`src/design/tci_regs.vh`:
```
`ifndef TCI_REGS_VH
`define TCI_REGS_VH
`define TCI_ADDR_LOW 7'h4a
`define TCI_ADDR_HIGH 7'h4b
`define TCI_RW_BIT 0
`define TCI_CKSUM_BIT 7
`define TCI_CRC_POLY 8'h07
`define TCI_CRC_INIT 8'h00
`define TCI_PTR_RST 16'h0000
`endif

```
`src/design/tci_i2c_slave.v`:
```
// Summary of operation
// - strap high selects usb, low i2c
// - second strap picks plain or hid protocol
// - address 0x4a if select low, else 0x4b
// - address in bits 7..1, bit0 direction
// - two pointer bytes, low first, stored
// - data bytes go to consecutive addresses
// - stop restores pointer to write start
// - change line low while data pending
// - raw debug stream goes to usb
// - drive supply enabled after pin test passes
// - pointer top bit selects crc checked write
// - read auto-increments, nack restores pointer
`include "tci_regs.vh"
module tci_i2c_slave #(
  parameter AW = 16
) (
  input wire clk,
  input wire arst_n,
  input wire host_iface_select_strap,
  input wire hid_protocol_select_strap,
  input wire slave_addr_select,
  input wire scl_i,
  input wire sda_i,
  output wire sda_o,
  output wire sda_oe_n,
  output wire usb_sel,
  output wire i2c_plain_sel,
  output wire i2c_hid_sel,
  input wire usb_traffic,
  output wire debug_to_usb,
  input wire pin_test_done,
  input wire pin_test_pass,
  output reg drive_line_supply,
  input wire msg_pending,
  output wire change_pending_n,
  output reg [AW-1:0] wr_addr,
  output reg [7:0] wr_data,
  output reg wr_stb,
  output reg [AW-1:0] rd_addr,
  input wire [7:0] rd_data,
  output reg rd_stb,
  output reg cksum_mode,
  output reg crc_err
);
  localparam S_IDLE = 3'd0;
  localparam S_ADDR = 3'd1;
  localparam S_PLO = 3'd2;
  localparam S_PHI = 3'd3;
  localparam S_WDAT = 3'd4;
  localparam S_RDAT = 3'd5;
  localparam S_SKIP = 3'd6;

  function [7:0] crc8;
    input [7:0] c;
    input [7:0] d;
    integer i;
    reg [7:0] x;
    begin
      x = c ^ d;
      for (i = 0; i < 8; i = i + 1)
        x = x[7] ? ((x << 1) ^ `TCI_CRC_POLY) : (x << 1);
      crc8 = x;
    end
  endfunction

  reg rst_s1_q, rst_q;
  always @(posedge clk or negedge arst_n) begin
    if (!arst_n) begin
      rst_s1_q <= 1'b0;
      rst_q <= 1'b0;
    end else begin
      rst_s1_q <= 1'b1;
      rst_q <= rst_s1_q;
    end
  end
  wire rst_n = rst_q;

  assign usb_sel = host_iface_select_strap;
  assign i2c_plain_sel = !host_iface_select_strap &&
                         !hid_protocol_select_strap;
  assign i2c_hid_sel = !host_iface_select_strap &&
                       hid_protocol_select_strap;
  assign debug_to_usb = usb_traffic;
  assign change_pending_n = !msg_pending;

  // address strap caught once after reset release
  reg strap_done_q;
  reg [6:0] own_addr_q;
  always @(posedge clk or negedge rst_n) begin
    if (!rst_n) begin
      strap_done_q <= 1'b0;
      own_addr_q <= `TCI_ADDR_HIGH;
    end else if (!strap_done_q) begin
      strap_done_q <= 1'b1;
      own_addr_q <= slave_addr_select ? `TCI_ADDR_HIGH
                                      : `TCI_ADDR_LOW;
    end
  end

  // supply stays off until pin test reports a pass
  always @(posedge clk or negedge rst_n) begin
    if (!rst_n) drive_line_supply <= 1'b0;
    else if (pin_test_done && pin_test_pass)
      drive_line_supply <= 1'b1;
  end

  reg scl_q, sda_q;
  always @(posedge clk or negedge rst_n) begin
    if (!rst_n) begin
      scl_q <= 1'b1;
      sda_q <= 1'b1;
    end else begin
      scl_q <= scl_i;
      sda_q <= sda_i;
    end
  end
  wire start_c = scl_i && scl_q && sda_q && !sda_i;
  wire stop_c = scl_i && scl_q && !sda_q && sda_i;
  wire scl_rise = scl_i && !scl_q;
  wire scl_fall = !scl_i && scl_q;

  reg [2:0] st_q;
  reg [7:0] sh_q;
  reg [3:0] bit_q;
  reg ack_q, drv_q, rd_nack_q;
  reg [AW-1:0] start_ptr_q, ptr_q;
  reg [7:0] crc_q;
  reg got_data_q;
  assign sda_o = 1'b0;
  assign sda_oe_n = !drv_q;

  always @(posedge clk or negedge rst_n) begin
    if (!rst_n) begin
      st_q <= S_IDLE;
      sh_q <= 8'h00;
      bit_q <= 4'h0;
      ack_q <= 1'b0;
      drv_q <= 1'b0;
      rd_nack_q <= 1'b0;
      start_ptr_q <= `TCI_PTR_RST;
      ptr_q <= `TCI_PTR_RST;
      crc_q <= `TCI_CRC_INIT;
      got_data_q <= 1'b0;
      wr_addr <= {AW{1'b0}};
      wr_data <= 8'h00;
      wr_stb <= 1'b0;
      rd_addr <= {AW{1'b0}};
      rd_stb <= 1'b0;
      cksum_mode <= 1'b0;
      crc_err <= 1'b0;
    end else begin
      wr_stb <= 1'b0;
      rd_stb <= 1'b0;
      if (start_c) begin
        st_q <= S_ADDR;
        bit_q <= 4'h0;
        ack_q <= 1'b0;
        drv_q <= 1'b0;
        crc_q <= `TCI_CRC_INIT;
      end else if (stop_c) begin
        if (cksum_mode && got_data_q && st_q == S_WDAT)
          crc_err <= (crc_q != `TCI_CRC_INIT);
        if (st_q == S_WDAT || st_q == S_PHI || st_q == S_PLO)
          ptr_q <= start_ptr_q;
        st_q <= S_IDLE;
        drv_q <= 1'b0;
        got_data_q <= 1'b0;
      end else if (st_q != S_IDLE && st_q != S_SKIP) begin
        if (scl_rise && !ack_q) begin
          // read bits stay put; the index walks them instead
          if (st_q != S_RDAT)
            sh_q <= {sh_q[6:0], sda_i};
          else if (bit_q == 4'd8)
            rd_nack_q <= sda_i;
          bit_q <= bit_q + 4'd1;
        end
        if (scl_fall) begin
          if (ack_q) begin
            ack_q <= 1'b0;
            drv_q <= (st_q == S_RDAT) && !rd_data[7];
            sh_q <= rd_data;
            bit_q <= 4'h0;
          end else if (st_q == S_RDAT) begin
            if (bit_q == 4'd9) begin
              bit_q <= 4'h0;
              if (rd_nack_q) begin
                ptr_q <= start_ptr_q;
                st_q <= S_SKIP;
                drv_q <= 1'b0;
              end else begin
                sh_q <= rd_data;
                drv_q <= !rd_data[7];
              end
            end else if (bit_q == 4'd8) begin
              // next byte fetched while the host acks this one
              drv_q <= 1'b0;
              ptr_q <= ptr_q + 1'b1;
              rd_addr <= ptr_q + 1'b1;
              rd_stb <= 1'b1;
            end else begin
              drv_q <= !sh_q[7 - bit_q[2:0]];
            end
          end else if (bit_q == 4'd8) begin
            ack_q <= 1'b1;
            drv_q <= 1'b1;
            crc_q <= crc8(crc_q, sh_q);
            case (st_q)
              S_ADDR: begin
                if (sh_q[7:1] != own_addr_q) begin
                  st_q <= S_SKIP;
                  ack_q <= 1'b0;
                  drv_q <= 1'b0;
                end else if (sh_q[`TCI_RW_BIT]) begin
                  st_q <= S_RDAT;
                  start_ptr_q <= ptr_q;
                  rd_addr <= ptr_q;
                  rd_stb <= 1'b1;
                end else begin
                  st_q <= S_PLO;
                end
              end
              S_PLO: begin
                ptr_q[7:0] <= sh_q;
                st_q <= S_PHI;
              end
              S_PHI: begin
                // top bit flags crc mode, not part of the address
                ptr_q <= {1'b0, sh_q[6:0], ptr_q[7:0]};
                start_ptr_q <= {1'b0, sh_q[6:0], ptr_q[7:0]};
                cksum_mode <= sh_q[`TCI_CKSUM_BIT];
                st_q <= S_WDAT;
              end
              S_WDAT: begin
                // byte written even if a later crc fails
                wr_addr <= ptr_q;
                wr_data <= sh_q;
                wr_stb <= 1'b1;
                ptr_q <= ptr_q + 1'b1;
                got_data_q <= 1'b1;
              end
              default: st_q <= S_SKIP;
            endcase
          end
        end
      end
    end
  end
endmodule // tci_i2c_slave

```
`config.mk`:
```
export PLATFORM = sky130hd
export DESIGN_NAME = tci_i2c_slave
export DESIGN_NICKNAME = d
export VERILOG_FILES = /design/src/design/tci_i2c_slave.v
export VERILOG_INCLUDE_DIRS = /design/src /design/src/design
export SDC_FILE = /design/constraint.sdc
export NUM_CORES = 1
export LEC_CHECK = 0
export BUFFER_PORTS_ARGS = -buffer_cell sky130_fd_sc_hd__buf_4
export CAP_MARGIN = 20
export CORE_MARGIN = 4
export CORE_UTILIZATION = 45
export DETAILED_ROUTE_END_ITERATION = 7
export PLACE_DENSITY = 0.71
export SYNTH_ARGS = -nofsm -noshare
export SYNTH_HDL_FRONTEND = slang
export SYNTH_SLANG_ARGS = --single-unit
```
`constraint.sdc`:
```
create_clock -name clk -period 4.3 [get_ports clk]
set_input_delay 0.43 -clock clk [delete_from_list [all_inputs] [get_ports clk]]
set_output_delay 0.43 -clock clk [all_outputs]
set_load 0.02 [all_outputs]
```
==> flow_summary.json <==
{
  "status": "complete, no violations",
  "holdPathStages": 1,
  "post-cts-setup-buffers": 0,
  "rsz0062_at_grt": "false",
  "setup_slack_ns": 1.063,
  "preCtsSetupSlack_ns": 1.167,
  "grtUsageTotal": 0.2034,
  "syn_to_final_growth_pct": 12.44,
  "grt_max_degree": 76,
  "final_hold_viol_count": 0,
  "synth-async-reset-ratio": 1.000,
  "netlist.area_leader.share": 0.4358,
  "antenna_found_initial": 0,
  "cts_buffer_depth": 2,
  "fillers": 1180,
  "ys_seq_area_frac": 0.4487,
  "multi_input_area_um2": 3077,
  "io_buffers": 67,
  "timing.rr.end": "wr_addr[7]",
  "post_cts_resized": 0,
  "synth_area_leaders": "dfrtp_1 44%, mux2_2 7.3%, xnor2_1 4.6%, o21ai_0 2.8%, buf_2 2.1%",
  "final_util": 0.5196,
  "arrival_ns": 3.48,
  "place_area_um2": 6628,
  "ys_warn_count": 0,
  "crit_path_start_kind": "flop",
  "avgSynthCellArea_um2": 10.52,
  "finalSetupTns_ns": 0,
  "grt_pass1_vias": 4816,
  "die_w_um": 124.8,
  "cpMaxStageDelayCell": "nor2b_1",
  "cts_buffers": 9,
  "rrSetupSlack_ns": 1.06,
  "vias": 4828,
  "synth_edf_count": 0,
  "r2r_cells": 6,
  "timing.fmax_mhz": 308.9,
  "grt_pass1_wl_um": 25600,
  "floorplan.initialDensity": 0.4621,
  "slew_viol_final": 0,
  "die_h_um": 124.8,
  "skew_ns": 0.01060,
  "yosysTopAreaCell": "dfrtp_1",
  "clock_latency_ns": 0.36,
  "register_area_um2": 2760,
  "fin_area_um2": 6908,
  "cap_violations": 0,
  "vdd_drop_max_mv": 0.2255,
  "rows": 42,
  "overflow": 0,
  "synthDistinctLibCells": 73,
  "ys_seq_elements": 110,
  "cpPeakStageDelay_ns": 0.68,
  "period_needed_ns": 3.237,
  "first_pass_iters": 5,
  "critical_path_class": "flop to flop",
  "p_per_area_nw_per_um2": 377.7,
  "fin_crit_sh": 0.7528,
  "hpwl_um": 10720,
  "clk_pin_slew_ns": 0.07,
  "cts_root_buf": "clkbuf_16",
  "vias_per_cell": 6.050,
  "r2r_start": "st_q[2]",
  "crit_required_ns": 4.55,
  "drt_iter0_markers": 532,
  "tightest_slew_ns": 1.002,
  "synth_common_cells": "107 x dfrtp_1, 40 x mux2_2, 34 x nand2_1, 34 x o21ai_0, 32 x xnor2_1",
  "worstSetupStartpoint": "st_q[2]",
  "holdBufCountCts": 1,
  "leakagePower_nw": 3.178,
  "synth-main-ff-cell": "dfrtp_1",
  "fp.coreArea_um2": 13300,
  "synth.cell_area_um2": 6143,
  "maxSlewHeadroom": 0.3262,
  "cp-endpoint": "wr_addr[7]",
  "wl_per_cell_um": 19.42,
  "netlist_instances": 584,
  "gp_congestion": 0.9157,
  "cts_tree": "done",
  "pin_count": 71,
  "drcViolationCount": 0,
  "setup_viol": 0,
  "fin_nets": 641,
  "antenna_left": 0,
  "drive_above_1_share": 0.2379,
  "cts.sinks": 110,
  "crit_chain": "nor2b_1 > o32a_1 > nand3_2 > nor3_4 > buf_4 > mux2_2",
  "min_path_type": "input pin to flop",
  "worstSetupEndpointType": "flop",
  "htree_levels": 3,
  "wl_um": 15500,
  "antenna_cells": 0,
  "worst_hold_slack_ns": 0.2250,
  "cp_max_fo": 14,
  "die_area_um2": 15590,
  "synth_most_common_cell": "dfrtp_1"
}
[layer usage]
layer | global-route usage | routed length [um]
met1 | 0.2866 | 6839
met2 | 0.3003 | 6939
met3 | 0.03302 | 1115
met4 | 0.1097 | 601
met5 | 0 | 0
[registers in the layout, summed over array words and instances (netlist names), 3 cells and up]
signal	cells
st_q	3
crc_q	8
wr_data	8
bit_q	4
sh_q	8
wr_addr	16
ptr_q	16
rd_addr	16
start_ptr_q	16
[through the flow]
| step | std cells | power [mW] |
|---|---|---|
| 2_1_floorplan | 585 | 1.678 |
| 3_3_place_gp | 782 | 1.800 |
| 3_5_place_dp | 782 | 1.826 |
| 4_1_cts | 798 | 2.622 |
| 5_1_grt | 798 | 2.722 |
| 6_report | 798 | 2.609 |
[layout by cell type, fill, tap and decap left out, types with 6 or more instances in the layout]
cell type,n
xor2_1,7
nor2_1,30
mux2i_1,7
mux2_2,40
o21ai_1,15
nand2_1,34
inv_1,10
a21oi_1,13
a22oi_1,14
nor3_1,15
nor2b_1,7
nand3_1,20
a21o_1,8
clkbuf_16,9
dfrtp_1,106
a221oi_1,6
mux2_1,10
o31ai_1,12
o21ai_0,34
buf_4,71
xnor2_1,32
nor4_1,7
o2bb2ai_1,7
[how the worst min path moves through the flow]
stage,startpoint,end,slack (ns)
detailed placement,arst_n,rst_s1_q,0.21
finish,sda_i,sda_q,0.22
global placement,arst_n,rst_s1_q,0.21
CTS,sda_i,sda_q,0.21
floorplan,arst_n,rst_n,0.13
global route,sda_i,sda_q,0.22
[where the power goes]
part	switching [mW]	internal, mW	total (mW)
Combinational	0.234	0.308	0.543
Sequential	0.196	1.08	1.27
Clock	0.397	0.398	0.795
Total	0.827	1.78	2.61
[cells by family after synthesis]
kind of cell / synth area share
AND/OR/NAND/NOR: 0.1395
AO/OA/AOI/OAI: 0.1644
flip-flops: 0.4487
multiplexers: 0.1202
buffers and inverters: 0.05112
XOR/XNOR: 0.06680
adder cells (fa/ha/maj): 0.008147
other: 0.001222
[worst max-delay path: cells and delay by family, from the launching register on]
family,cells,cell delay [ns]
AOI/OAI and AO/OA,1,0.35
buffers and inverters,1,0.34
and+or+nand+nor,3,1.41
DFF,1,0.64
muxes,1,0.36
[final cells by class]
cell class,instances,share of cell area
clock buffers,10,0.03315
clock inverters,5,0.005977
flip-flops and latches,110,0.3996
multi-input cells,415,0.4454
inverters,10,0.005434
repair buffers,72,0.07861
well taps,176,0.03188
No activity file was read; power rests on OpenSTA's default activity.
